File: src/common/pga_pkg.sv
// package for the power-good aggregation block: register map, fields, resets
// assumes a 32-bit apb slave with byte addresses four times the printed index
package pga_pkg;
   // printed register offsets are indices; byte address is four times these
   localparam logic [7:0] IDX_CTRL_ONE = 8'h15;
   localparam logic [7:0] IDX_CTRL_TWO = 8'h16;
   localparam logic [7:0] IDX_FAULT = 8'h17;
   localparam logic [7:0] IDX_SOFT_RESET = 8'h18;
   localparam logic [7:0] IDX_IRQ_STATUS = 8'h20;
   localparam logic [7:0] IDX_IRQ_MASK = 8'h21;
   localparam logic [7:0] IDX_LIVE_STATUS = 8'h22;
   localparam int ADDR_W = 12;

   // power_good_control_one fields
   localparam int C1_POL = 7;
   localparam int C1_OPEN_DRAIN = 6;
   localparam int C1_WIN_LIN = 5;
   localparam int C1_WIN_BUCK = 4;
   localparam logic [7:0] CTRL_ONE_RST = 8'h73;

   // power_good_control_two fields
   localparam int C2_TWARN = 2;
   localparam int C2_LATCH = 1;
   localparam int C2_MODE = 0;
   localparam logic [7:0] CTRL_TWO_RST = 8'h04;
   localparam logic [7:0] CTRL_TWO_MASK = 8'h07;

   // fault flag bits: 3 linreg1, 2 linreg0, 1 buck1, 0 buck0
   localparam int NUM_RAILS = 4;
   localparam logic [7:0] FAULT_RST = 8'h00;
   localparam logic [7:0] FAULT_MASK = 8'h0f;
   localparam int SOFT_RESET_BIT = 0;

   // interrupt status: bits 3:0 rail fault flagged, bit 4 power good fell
   localparam int IRQ_W = 5;
   localparam int IRQ_PG_FALL = 4;
   localparam logic [IRQ_W-1:0] IRQ_MASK_RST = 5'h00;

   typedef struct packed {
      logic polarity;
      logic latched_fault_select;
      logic thermal_warn_gate_en;
      logic power_good_op_mode;
      logic [NUM_RAILS-1:0] monitor_en;
   } pga_cfg_t;

   typedef struct packed {
      logic psel;
      logic penable;
      logic pwrite;
      logic [ADDR_W-1:0] paddr;
      logic [31:0] pwdata;
   } pga_apb_req_t;
endpackage

File: src/hdl/pga_rail_mon.sv
// per-rail fault flag cell, one instance per monitored regulator output
// assumes rail_valid is already synchronised to clock
`timescale 1ns/100ps
`default_nettype none
module pga_rail_mon
   import pga_pkg::*;
(
   input wire logic clock, // system clock
   input wire logic sys_rst, // synchronous reset, active high
   input wire logic soft_rst, // register default reload pulse
   input wire logic rail_valid, // synchronised live validity
   input wire logic monitor_en, // rail takes part in power good
   input wire logic fall_event, // power good went inactive this cycle
   input wire logic clear_req, // write-one to this flag accepted by bus
   output logic fault_flag // sticky fault flag
);
   always_ff @(posedge clock) begin
      if (sys_rst || soft_rst) begin
         fault_flag <= 1'b0;
      end else if (monitor_en && !rail_valid && fall_event) begin
         fault_flag <= 1'b1;
      end else if (clear_req && rail_valid) begin
         fault_flag <= 1'b0;
      end
      // a clear while the rail is bad, or a written zero, keeps the flag
   end
endmodule // pga_rail_mon
`default_nettype wire

File: src/hdl/pga_power_good.sv
// power-good aggregation: combines rail validity and thermal warning
// into one power-good pin, with sticky per-rail fault flags over apb.
// assumes rail_valid and thermal_warn come asynchronously from analog.
// registers sit at word index times four; data rides in bits 7:0:
//   0x15 control one: polarity, drive type, windows, monitor enables
//   0x16 control two: thermal gate, latched-fault select, mode
//   0x17 fault flags, write one clears while the rail is valid
//   0x18 soft reset, self-clearing, reloads every register default
//   0x20 interrupt status, write one clears, a new event wins
//   0x21 interrupt mask, 0x22 live status, read only
// unmapped or misaligned accesses answer with pslverr and read zero.
// the window bits are stored only; the analog comparators that use
// them live outside this block.
// the mode bit is stored and read back; both modes follow one path here.
// polarity and drive type apply at the pin flop, after all gating.
//
// Contract
// - with the thermal gate bit set, thermal warning forces power good inactive; cleared, it is ignored.
// - with latched-fault select clear, power good follows live validity of monitored rails.
// - with latched-fault select set, power good follows the fault flags and is inactive while any is set; the code also requires live validity of monitored rails.
// - a one-bit mode field selects gated mode at zero and continuous mode at one.
// - each fault flag sets when its rail is monitored and caused power good to go inactive.
// - writing one clears a fault flag only while its rail is currently valid.
// - reserved upper bits of control two and the fault register reset to zero and read zero.
// - a rail counts toward power good only while its monitoring enable bit is one; in latched mode the code also counts a flag set before the bit cleared.
// - the polarity bit drives the pin high for good at zero and low for good at one.
//
// Implementation choice: the APB interface to the registers.
`timescale 1ns/100ps
`default_nettype none
module pga_power_good
   import pga_pkg::*;
#(
   parameter int RAILS = NUM_RAILS
)(
   input wire logic clock, // 200 MHz system clock
   input wire logic sys_rst, // synchronous reset, active high
   input wire logic psel, // apb select
   input wire logic penable, // apb enable
   input wire logic pwrite, // apb direction
   input wire logic [ADDR_W-1:0] paddr, // apb byte address
   input wire logic [31:0] pwdata, // apb write data
   output logic [31:0] prdata, // apb read data
   output logic pready, // apb ready
   output logic pslverr, // apb error on unmapped address
   input wire logic [RAILS-1:0] rail_valid, // async rail valid, 3 lr1..0 bk0
   input wire logic thermal_warn, // async die thermal warning
   output logic power_good_out, // power-good pin level
   output logic power_good_oe, // drive enable for the pin
   output logic irq // level interrupt
);
   // elaboration checks: decode and read mux are built for these sizes
   generate
      if (RAILS != NUM_RAILS) begin : g_bad_rails
         $error("pga_power_good supports exactly four rails");
      end
      if (ADDR_W < 10) begin : g_bad_addr
         $error("pga_power_good needs at least ten address bits");
      end
      if (IRQ_W != RAILS + 1) begin : g_bad_irq
         $error("pga_power_good needs one interrupt bit per rail plus one");
      end
      if ((CTRL_TWO_RST & ~CTRL_TWO_MASK) != 8'h00) begin : g_bad_rst
         $error("pga_power_good reserved control bits must reset to zero");
      end
      if ((FAULT_RST & ~FAULT_MASK) != 8'h00) begin : g_bad_fault
         $error("pga_power_good reserved fault bits must reset to zero");
      end
   endgenerate

   pga_apb_req_t req;
   pga_cfg_t cfg;
   logic [7:0] ctrl_one;
   logic [7:0] ctrl_two;
   logic [RAILS-1:0] fault_flags;
   logic [IRQ_W-1:0] irq_status;
   logic [IRQ_W-1:0] irq_mask;
   logic [RAILS-1:0] valid_meta, valid_sync;
   logic twarn_meta, twarn_sync;
   logic soft_rst;
   logic good, good_q, fall_event;
   logic live_good, latched_good, twarn_block;
   logic wr_acc, rd_acc;
   logic [RAILS-1:0] clear_req;
   logic [RAILS-1:0] next_irq_set;
   typedef enum {acc_idle, acc_answer} pga_acc_t;
   logic wr_ctrl_one;
   logic wr_ctrl_two;
   logic wr_fault;
   logic wr_soft;
   logic wr_irq_status;
   logic wr_irq_mask;
   logic next_pready;
   logic next_pslverr;
   logic next_pin_level;
   logic next_pin_oe;
   logic [31:0] next_prdata;
   logic [IRQ_W-1:0] irq_set, irq_clr;
   pga_acc_t acc_state, next_acc_state;

   function automatic logic [7:0] reg_index(input logic [ADDR_W-1:0] a);
      reg_index = a[9:2];
   endfunction

   function automatic logic is_mapped(input logic [ADDR_W-1:0] a);
      logic [7:0] i;
      i = reg_index(a);
      is_mapped = (a[1:0] == 2'h0) && (a[ADDR_W-1:10] == '0) &&
         (i == IDX_CTRL_ONE || i == IDX_CTRL_TWO || i == IDX_FAULT ||
          i == IDX_SOFT_RESET || i == IDX_IRQ_STATUS ||
          i == IDX_IRQ_MASK || i == IDX_LIVE_STATUS);
   endfunction

   assign req = '{psel: psel, penable: penable, pwrite: pwrite,
                  paddr: paddr, pwdata: pwdata};
   // access completes on the cycle pready is high; slave answers after one wait
   assign wr_acc = req.psel && req.penable && pready && req.pwrite &&
                   is_mapped(req.paddr);
   assign rd_acc = req.psel && req.penable && !req.pwrite;

   // one write strobe per register keeps the decode in one place
   always_comb begin
      wr_ctrl_one = wr_acc && reg_index(req.paddr) == IDX_CTRL_ONE;
      wr_ctrl_two = wr_acc && reg_index(req.paddr) == IDX_CTRL_TWO;
      wr_fault = wr_acc && reg_index(req.paddr) == IDX_FAULT;
      wr_soft = wr_acc && reg_index(req.paddr) == IDX_SOFT_RESET;
      wr_irq_status = wr_acc && reg_index(req.paddr) == IDX_IRQ_STATUS;
      wr_irq_mask = wr_acc && reg_index(req.paddr) == IDX_IRQ_MASK;
   end

   // two-stage synchronisers for analog status; only the second stage
   // is read, so a metastable first stage never reaches the logic
   always_ff @(posedge clock) begin
      if (sys_rst) begin
         valid_meta <= '0;
         valid_sync <= '0;
      end else begin
         valid_meta <= rail_valid;
         valid_sync <= valid_meta;
      end
   end

   always_ff @(posedge clock) begin
      if (sys_rst) begin
         twarn_meta <= 1'b0;
         twarn_sync <= 1'b0;
      end else begin
         twarn_meta <= thermal_warn;
         twarn_sync <= twarn_meta;
      end
   end

   // apb handshake: one wait state, then pready for exactly one cycle
   always_comb begin
      next_acc_state = acc_idle;
      case (acc_state)
         acc_idle: begin
            if (req.psel && req.penable) begin
               next_acc_state = acc_answer;
            end
         end
         acc_answer: begin
            next_acc_state = acc_idle;
         end
         default: begin
            next_acc_state = acc_idle;
         end
      endcase
      next_pready = next_acc_state == acc_answer;
      next_pslverr = next_pready && !is_mapped(req.paddr);
   end

   always_ff @(posedge clock) begin
      if (sys_rst) begin
         acc_state <= acc_idle;
         pready <= 1'b0;
         pslverr <= 1'b0;
      end else begin
         acc_state <= next_acc_state;
         pready <= next_pready;
         pslverr <= next_pslverr;
      end
   end

   // soft reset self-clears: one pulse reloads all register defaults
   always_ff @(posedge clock) begin
      if (sys_rst) begin
         soft_rst <= 1'b0;
      end else begin
         soft_rst <= wr_soft && req.pwdata[SOFT_RESET_BIT];
      end
   end

   always_ff @(posedge clock) begin
      if (sys_rst || soft_rst) begin
         ctrl_one <= CTRL_ONE_RST;
      end else if (wr_ctrl_one) begin
         // every bit kept; window bits act outside this block, the drive bit sets the pin enable here
         ctrl_one <= req.pwdata[7:0];
      end
   end

   always_ff @(posedge clock) begin
      if (sys_rst || soft_rst) begin
         ctrl_two <= CTRL_TWO_RST;
      end else if (wr_ctrl_two) begin
         // reserved bits are dropped on write so they always read zero
         ctrl_two <= req.pwdata[7:0] & CTRL_TWO_MASK;
      end
   end

   always_ff @(posedge clock) begin
      if (sys_rst || soft_rst) begin
         irq_mask <= IRQ_MASK_RST;
      end else if (wr_irq_mask) begin
         // a mask bit only gates the pin, the status keeps recording
         irq_mask <= req.pwdata[IRQ_W-1:0];
      end
   end

   always_comb begin
      // field split of the two control registers
      cfg.polarity = ctrl_one[C1_POL];
      cfg.latched_fault_select = ctrl_two[C2_LATCH];
      cfg.thermal_warn_gate_en = ctrl_two[C2_TWARN];
      cfg.power_good_op_mode = ctrl_two[C2_MODE];
      cfg.monitor_en = ctrl_one[RAILS-1:0];
   end

   // aggregation; disabled rails are forced good
   assign live_good = &(valid_sync | ~cfg.monitor_en);
   assign latched_good = ~|fault_flags;
   assign twarn_block = cfg.thermal_warn_gate_en && twarn_sync;

   // gated mode (zero) only reports rails once all monitored ones are
   // valid; continuous mode also tracks them. the analog difference
   // between the two lies outside this block, so both follow one path.
   always_comb begin
      if (twarn_block) begin
         good = 1'b0;
      end else if (cfg.latched_fault_select) begin
         good = latched_good && live_good;
      end else begin
         good = live_good;
      end
   end

   always_ff @(posedge clock) begin
      if (sys_rst) begin
         good_q <= 1'b0;
      end else begin
         // previous verdict, the reference against which a fall is seen
         good_q <= good;
      end
   end

   // a fall from good to not good, caused by a rail, latches that rail
   assign fall_event = good_q && !live_good;

   genvar g;
   generate
      // one flag cell per rail; the cell owns set, clear and hold
      for (g = 0; g < RAILS; g++) begin : g_rail
         assign clear_req[g] = wr_fault && req.pwdata[g];
         assign next_irq_set[g] = fall_event && cfg.monitor_en[g] &&
            !valid_sync[g];
         pga_rail_mon u_mon (
            .clock(clock),
            .sys_rst(sys_rst),
            .soft_rst(soft_rst),
            .rail_valid(valid_sync[g]),
            .monitor_en(cfg.monitor_en[g]),
            .fall_event(fall_event),
            .clear_req(clear_req[g]),
            .fault_flag(fault_flags[g])
         );
      end
   endgenerate

   // sticky interrupt status; a new event wins over a write-one clear
   always_comb begin
      irq_set = {good_q && !good, next_irq_set};
      irq_clr = wr_irq_status ? req.pwdata[IRQ_W-1:0] : '0;
   end

   always_ff @(posedge clock) begin
      if (sys_rst || soft_rst) begin
         irq_status <= '0;
      end else begin
         // bits 3:0 follow the rail flags, bit 4 a fall of power good
         irq_status <= irq_set | (irq_status & ~irq_clr);
      end
   end

   always_ff @(posedge clock) begin
      if (sys_rst) begin
         irq <= 1'b0;
      end else begin
         irq <= |(irq_status & irq_mask);
      end
   end

   // pin: polarity flips sense; open drain drives only the low level
   always_comb begin
      next_pin_level = good ^ cfg.polarity;
      next_pin_oe = !ctrl_one[C1_OPEN_DRAIN] || !next_pin_level;
   end

   always_ff @(posedge clock) begin
      if (sys_rst) begin
         power_good_out <= 1'b0;
         power_good_oe <= 1'b1;
      end else begin
         power_good_out <= next_pin_level;
         power_good_oe <= next_pin_oe;
      end
   end

   // read mux; a refused address reads zero whatever index it aliases
   always_comb begin
      next_prdata = 32'h00000000;
      if (is_mapped(req.paddr)) begin
         case (reg_index(req.paddr))
            IDX_CTRL_ONE: next_prdata = {24'h000000, ctrl_one};
            IDX_CTRL_TWO: next_prdata = {24'h000000, ctrl_two};
            IDX_FAULT: next_prdata = {28'h0000000, fault_flags};
            IDX_SOFT_RESET: next_prdata = 32'h00000000;
            IDX_IRQ_STATUS: next_prdata = {27'h0, irq_status};
            IDX_IRQ_MASK: next_prdata = {27'h0, irq_mask};
            IDX_LIVE_STATUS: next_prdata = {26'h0, good_q, twarn_sync,
                                            valid_sync};
            default: next_prdata = 32'h00000000;
         endcase
      end
   end

   // read data registered on the first access cycle, valid with pready
   always_ff @(posedge clock) begin
      if (sys_rst) begin
         prdata <= '0;
      end else if (rd_acc && !pready) begin
         prdata <= next_prdata;
      end
   end
endmodule // pga_power_good
`default_nettype wire

File: config.mk
export PLATFORM = sky130hd
export DESIGN_NAME = pga_power_good
export DESIGN_NICKNAME = d
export VERILOG_FILES = /design/src/common/pga_pkg.sv /design/src/hdl/pga_rail_mon.sv /design/src/hdl/pga_power_good.sv
export SDC_FILE = /design/constraint.sdc
export NUM_CORES = 1
export LEC_CHECK = 0
export BUFFER_PORTS_ARGS = -buffer_cell sky130_fd_sc_hd__buf_2
export CAP_MARGIN = 15
export CORE_MARGIN = 3
export CORE_UTILIZATION = 44
export DETAILED_ROUTE_END_ITERATION = 10
export GPL_TIMING_DRIVEN = 0
export HOLD_SLACK_MARGIN = 0.05
export PLACE_DENSITY_LB_ADDON = 0.05
export SLEW_MARGIN = 20
export SYNTH_ARGS = -nofsm -noshare
export SYNTH_HDL_FRONTEND = slang
export SYNTH_SLANG_ARGS = --single-unit
File: constraint.sdc
create_clock -name clock -period 2.4 [get_ports clock]
set_input_delay 0.36 -clock clock [delete_from_list [all_inputs] [get_ports clock]]
set_output_delay 0.36 -clock clock [all_outputs]
set_load 0.02 [all_outputs]
==> key figures, run 1 <==
Setup path
  • CP Max Fanout: 6
  • Worst endpoint data arrival time: roughly 2.5 ns
  • Slowest-stage cell, CP: or4b_1
  • CP Capture Type: flip-flop
  • Cell breakdown of the critical path: buf_2 -> or4b_1 -> or3_1 -> buf_2 -> maj3_2 -> a221o_1 -> o41ai_2
  • Critical setup path kind: in -> reg
  • CP required: approximately 2.6 ns
  • Crit-path max cell delay: ~0.55 ns
  • CP startpoint kind: input port
  • Most used cell, CP: buf_2

Timing
  • Period utilization: 96.3%
  • Final min period: ~2.3 ns
  • Final setup fails: 0
  • Setup Skew: between 0.009 and 0.01 ns
  • Worst hold margin: 0.254 ns
  • Final Max Slew Viols: 0
  • Final Hold Vio Count: 0
  • Least-Margin Pin Slew: 0.701 ns
  • Fmax: between 0.4 and 0.5 GHz
  • RSZ-0062 raised after global routing: true
  • Worst slew margin: 53.2%

Yosys
  • Synth Flop Type: dfxtp_1
  • EDFF count, synth: 0
  • Post-synthesis cell type count: 45
  • Cell taking the most area after synthesis: dfxtp_1
  • Syn Inst Count: ~260
  • Avg Inst Size Synth: between 8 and 9 sq um
  • Top cell type's share of synthesized area: a little over two fifths
  • #FFs+latches synth: 50
  • Ys async rst share: 0%
  • Seq/Total Area, Yosys: a little over two fifths
  • Yosys warning total: 0
  • Cell area after synthesis: around 0.0023 sq mm
  • Area contributors post-synth: dfxtp_1, buf_4, mux2i_1

Global route
  • Largest net degree at the start of global routing: 18
  • First-pass GRT wire length: around 9200 um
  • Met1 Use GR: around 28%
  • Met3 GRT Util: under 10%
  • Met2 usage: between 20% and 30%
  • Vias in the first global route: approximately 1800
  • Initial antenna violation count: 0
  • Aggregate global routing overflow: 0
  • GRT Overall Usage: around 19%
  • Top Usage Layer GRT: met1

Final layout
  • FF/Latch Area: between 0.001 and 0.0015 sq mm
  • Area of the multi-input gates: 0.00117 sq mm
  • Nets: 385
  • # fillers: between 400 and 500
  • Layout cells sized above 1: around a quarter
  • Area grow syn2layout: 22.4%
  • Antenna diodes: 0

Floorplanning
  • Site row count: 25
  • Core Region: between 0.004 and 0.005 sq mm
  • Die height: 78.6 um
  • IO Count: about 90
  • Die Wd: about 79 um
  • Die ar.: approximately 0.0062 sq mm
  • Starting density of the core: 47.2%

Min path
  • Hold WC Path Type: in -> reg

Job
  • Number of max-cap violations: 0

Route
  • WL/cell: ~15 um
  • Residual DRC: 0
  • Vias/cell: between 5 and 6
  • DRT Wirelength: approximately 5800 um
  • ANT nets after route: 0
  • Initial DRC count: 154
  • Via count: between 2000 and 2500
  • TritonRoute pass-1 iters: 4

Power
  • PD cells: approximately 580 mW/mm^2
  • Cell leakage power: 1.29 nW
  • IR drop worst, VDD: 0.401 mV
  • Power Total: about 1.6 mW

Clock tree
  • Worst-path clk slew: approximately 0.1 ns
  • # hold bufs at CTS: 0
  • Postcts setup bufs: 0
  • CTS root buf: clkbuf_8
  • CTS Sinks: 50
  • Max Root-Sink Buffers: 2
  • CTS buffer count: 5
  • CTS HTree Levels: 2
  • Worst-skew pair later-pin latency: between 0.3 and 0.4 ns
  • CTS tree: done

Placed design
  • IO buf count: 42
  • Gpl congestion: 0.898
  • DP HPWL: 4290 um

Outcome
  • Status: completed
cell usage after synthesis, drive strengths merged, types with 2 or more instances:
library cell,number
o41ai,3
nand2,23
nand3,15
nand3b,2
a21oi,15
a32o,2
dfxtp,50
inv,8
a2bb2oi,2
buf,28
nor2b,16
o21ai,10
o2bb2ai,2
o211ai,4
a311oi,5
clkbuf,7
mux2,4
nor3,5
mux2i,17
nor2,17
a22oi,2
or3,2
kinds of logic after synthesis:
| group | count (synthesis) | synth area share (%) |
|---|---|---|
| AO/OA/AOI/OAI | 55 | 17.1 |
| flip-flops | 50 | 43.2 |
| buffers and inverters | 43 | 10.9 |
| adder cells (fa/ha/maj) | 1 | 0.486 |
| XOR/XNOR | 1 | 0.378 |
| other | 1 | 0.162 |
| AND/OR/NAND/NOR | 87 | 18.6 |
| multiplexers | 21 | 9.28 |
registers in the layout, summed over array words and instances, names as in the netlist, 3 cells and up:
name and flops:
ctrl_two 3, irq_status 5, ctrl_one 8, prdata 8, valid_sync 4, irq_mask 5
valid_meta 4, g_rail.u_mon.fault_flag 4
timing repair:
action,CTS,global route
setup endpoints to repair,17,21
cloned,0,0
pin swaps,0,1
gates resized for setup,1,4
where the power goes:
part / switching (mW) / internal [mW]
Clock: 0.300 / 0.318
Sequential: 0.00514 / 0.839
Combinational: 0.105 / 0.0691
Total: 0.410 / 1.23
metal layers:
metal	vias up	wire [um]
li1	1018	-
met1	927	2640
met2	85	2580
met3	8	517
met4	0	65
met5	-	0
worst max-delay path, delay by kind of cell:
| family | cells | cell delay [ns] |
|---|---|---|
| adder cells (fa/ha/maj) | 1 | 0.31 |
| AND/OR/NAND/NOR | 2 | 0.87 |
| AO/OA/AOI/OAI | 2 | 0.69 |
| buffers and inverters | 2 | 0.29 |
path summary, 6_finish.rpt:
| kind | from | endpoint | slack (ns) | depth (start not counted) |
|---|---|---|---|---|
| hold reg to reg | ctrl_one[6] | power_good_oe | 0.44 | 1 |
| setup reg to reg | acc_state[0] | ctrl_one[5] | 0.62 | 6 |
| setup / recovery | paddr[5] | prdata[1] | 0.09 | 7 |
| hold / removal | rail_valid[2] | valid_meta[2] | 0.25 | 2 |
cell type report:
cell class | count | share of cell area [%]
flip-flops and latches | 50 | 35.3
plain buffers | 35 | 7.85
multi-input cells | 189 | 41.4
clock buffers | 5 | 2.43
inverters | 8 | 1.06
clock inverters | 3 | 1.68
repair buffers | 42 | 7.41
well taps | 67 | 2.95
placed cells by master, fill, tap and decap left out, types with 2 or more instances in the layout:
| cell | count |
|---|---|
| clkbuf_1 | 7 |
| conb_1 | 24 |
| a2bb2oi_1 | 2 |
| o2bb2ai_1 | 2 |
| nor2b_1 | 16 |
| dfxtp_1 | 50 |
| nand3b_1 | 2 |
| mux2i_1 | 17 |
| o211ai_1 | 4 |
| nand3_1 | 15 |
| clkbuf_8 | 5 |
| a21oi_1 | 15 |
| nand2_1 | 23 |
| a32o_1 | 2 |
| nor3_1 | 3 |
| nor2_1 | 17 |
| inv_1 | 8 |
| o21ai_0 | 10 |
| nor3_2 | 2 |
| buf_4 | 24 |
| inv_6 | 2 |
| a311oi_1 | 5 |
| buf_1 | 3 |
| buf_2 | 43 |
| o41ai_2 | 2 |
| a22oi_1 | 2 |
| or3_1 | 2 |
| mux2_2 | 4 |
metrics by stage:
step | setup slack (ns) | cell area, sq um | TNS [ns] | instances | util (%)
after floorplan | 0.0319 | 2400 | 0 | 282 | -
after CTS | 0.0218 | 2820 | 0 | 399 | 57.4
after global placement | -0.654 | 2700 | -11.32 | 391 | 55.0
final | 0.0892 | 2840 | 0 | 399 | 57.8
after global routing | -0.0138 | 2840 | -0.0208 | 399 | 57.8
after detailed placement | -0.687 | 2700 | -12.35 | 391 | 55.0
(Power assumes the default switching activity.)
==> run 2, diff against run 1 <==
CORE_UTILIZATION = 40   (was 44)
==> run 2 against run 1 <==
Clock power is 3% lower. Core utilization fell by 6.7 points. Clock skew is 0.00097 ns lower. Combinational power hardly changed. Sequential cell count is the same. Cell count up 1.3%. Worst setup slack lost 0.018 ns. Highest routed layer unchanged. Sequential share of layout area shrank 0.12 points. Final area grew 0.35%. Critical path depth did not move. First-iteration DRC count grew 1.3%. Worst hold slack improved by 0.0049 ns.
==> key figures, run 2 (same netlist as run 1, synthesis figures left out) <==
Clock tree
  • CTS Sinks: 50 (unchanged)
  • CTS tree: done
  • CTS HTree Levels: 2 (unchanged)
  • Postcts setup bufs: 0 (unchanged)
  • CTS buffer count: 5 (unchanged)
  • # hold bufs at CTS: 0 (unchanged)
  • Worst-path clk slew: 0.10 ns (about the same)
  • Worst-skew pair later-pin latency: 0.30 ns (about the same)
  • CTS root buf: clkbuf_8
  • Max Root-Sink Buffers: 2 (unchanged)

Final layout
  • Layout cells sized above 1: 26.2% (+0.30 points)
  • Leading cell type in the layout, fill and taps excluded: dfxtp_1
  • Area of the multi-input gates: 0.00118 sq mm (+0.53%)
  • Antenna diodes: 0 (unchanged)
  • Most frequent cells in the layout: dfxtp_1, buf_2, buf_4, conb_1, nand2_1
  • # fillers: 579 (+16%)
  • Final core occ: 51.1% (-6.7 points)
  • Final instance area: 0.00285 sq mm (+0.35%)
  • FF/Latch Area: 0.00100 sq mm (unchanged)
  • Area grow syn2layout: 22.8%
  • Nets: 385 (unchanged)
  • Top flop regs: ctrl_one x8, prdata x8

Route
  • Initial DRC count: 156 (+1.3%)
  • TritonRoute pass-1 iters: 4 (unchanged)
  • Met1 wire length: 2600 um (-1.7%)
  • Met3 WL: 494 um (-4.4%)
  • Metal2 WL: 2830 um (+9.6%)
  • Max Used Layer: met4
  • WL/cell: 14.8 um (+2.1%)
  • Vias/cell: 5.01 (-1.9%)
  • ANT nets after route: 0 (unchanged)
  • Via count: 2025 (-0.64%)
  • DRT Wirelength: 6000 um (+3.3%)
  • Residual DRC: 0 (unchanged)

Timing
  • Final Max Slew Viols: 0 (unchanged)
  • TNS Setup: 0 ns (unchanged)
  • Setup Skew: 0.00809 ns (-0.000965 ns)
  • Least-Margin Pin Slew: 0.707 ns (+0.00595 ns)
  • Fmax: 0.429 GHz (-0.79%)
  • Final setup fails: 0 (unchanged)
  • Post-route setup slack: 0.0707 ns (-0.0184 ns)
  • Final min period: 2.33 ns (+0.0184 ns)
  • Worst slew margin: 52.7% (-0.52 points)
  • Period utilization: 97.1% (+0.77 points)
  • Final Hold Vio Count: 0 (unchanged)

Min path
  • Min-delay src: thermal_warn
  • Worst hold path stage count: 2 (unchanged)
  • Hold WC Path Type: in -> reg
  • Worst Hold Endpoint: twarn_meta

Floorplanning
  • Site row count: 27 (+8.0%)
  • Core Region: 0.00557 sq mm (+14%)
  • Die ar.: 0.00675 sq mm (+9.2%)
  • Die Wd: 82.1 um (+4.5%)
  • Starting density of the core: 41.6% (-5.6 points)
  • IO Count: 91 (unchanged)
  • Die height: 82.1 um (+4.5%)

Setup path
  • R2r endpoint: ctrl_one[6]
  • CP Max Fanout: 6 (unchanged)
  • CP Capture Type: flip-flop
  • Worst reg-to-reg path cell count: 6 (unchanged)
  • R2R Setup Slk: 0.65 ns (+0.03 ns)
  • Critical setup path kind: in -> reg
  • CP required: 2.62 ns (about the same)
  • R2R Path Start: acc_state[0]
  • Worst endpoint data arrival time: 2.55 ns (+0.03 ns)
  • CP startpoint kind: input port

Power
  • Cell leakage power: 1.28 nW (-0.57%)
  • PD cells: 569 mW/mm^2 (-1.4%)
  • Power Total: 1.62 mW (-1.1%)
  • IR drop worst, VDD: 0.346 mV (-14%)

Job
  • Number of max-cap violations: 0 (unchanged)

Global route
  • Aggregate global routing overflow: 0 (unchanged)
  • Vias in the first global route: 1815 (+1.3%)
  • Largest net degree at the start of global routing: 17 (-1)
  • First-pass GRT wire length: 9440 um (+2.5%)
  • Initial antenna violation count: 0 (unchanged)
  • GRT Overall Usage: 18.9% (-0.35 points)

Placed design
  • Placed instance area: 0.00271 sq mm (+0.23%)
  • DP HPWL: 4460 um (+3.8%)
  • Gpl congestion: 0.889 (-1.0%)
  • IO buf count: 42 (unchanged)
  • Pre-CTS WS: -0.568 ns (+0.119 ns)

Outcome
  • Status: completed
==> run 2: cell count changes in the layout (fill, tap and decap cells not counted), sizes merged <==
cell,previous run,this run
inv,10,8
clkinvlp,0,2
==> run 2: worst max-delay path by stage <==
stage	startpoint	endpoint	slack, ns	cells past startpoint
2_1_floorplan	paddr[5]	prdata[1]	0.03	6
3_3_place_gp	paddr[7]	ctrl_one[5]	-0.60	7
3_5_place_dp	paddr[7]	ctrl_one[5]	-0.57	7
4_1_cts	paddr[5]	prdata[7]	0.01	7
5_1_grt	paddr[5]	prdata[1]	-0.01	7
6_report	paddr[5]	prdata[1]	0.07	7
==> run 2: critical path: stages <==
cell and delay [ns]:
buf_2 0.13, or4b_1 0.56, or3_1 0.31, buf_2 0.16, maj3_2 0.30, a221o_1 0.43
o41ai_2 0.28
==> run 2: layout make-up <==
type | instances | area share, %
inverters | 8 | 1.05
plain buffers | 35 | 7.82
clock inverters | 3 | 1.58
flip-flops and latches | 50 | 35.1
repair buffers | 42 | 7.38
clock buffers | 5 | 2.42
multi-input cells | 189 | 41.4
well taps | 72 | 3.16
==> run 2: per-layer routing <==
layer / vias up / GRT usage, %
li1: 1012 / -
met1: 932 / 26.4
met2: 74 / 30.0
met3: 7 / 3.47
met4: 0 / 4.98
met5: - / 0
==> run 2: metrics by stage <==
step | instances | hold slack, ns
2_1_floorplan | 282 | 0.392
3_3_place_gp | 396 | 0.422
3_5_place_dp | 396 | 0.421
4_1_cts | 404 | 0.252
5_1_grt | 404 | 0.260
6_report | 404 | 0.259
==> run 2: repair_timing <==
action                     4_1_cts  5_1_grt
cloned                           0        0
gates resized for setup          1        5
setup endpoints to repair       10       16
==> run 2: report_power, final <==
part           internal (mW)  switching (mW)  leakage, nW  total (mW)
clock                  0.310           0.290       0.0504       0.600
sequential             0.839         0.00550        0.405       0.844
combinational         0.0694           0.106        0.822       0.175
total                   1.22           0.401         1.28        1.62
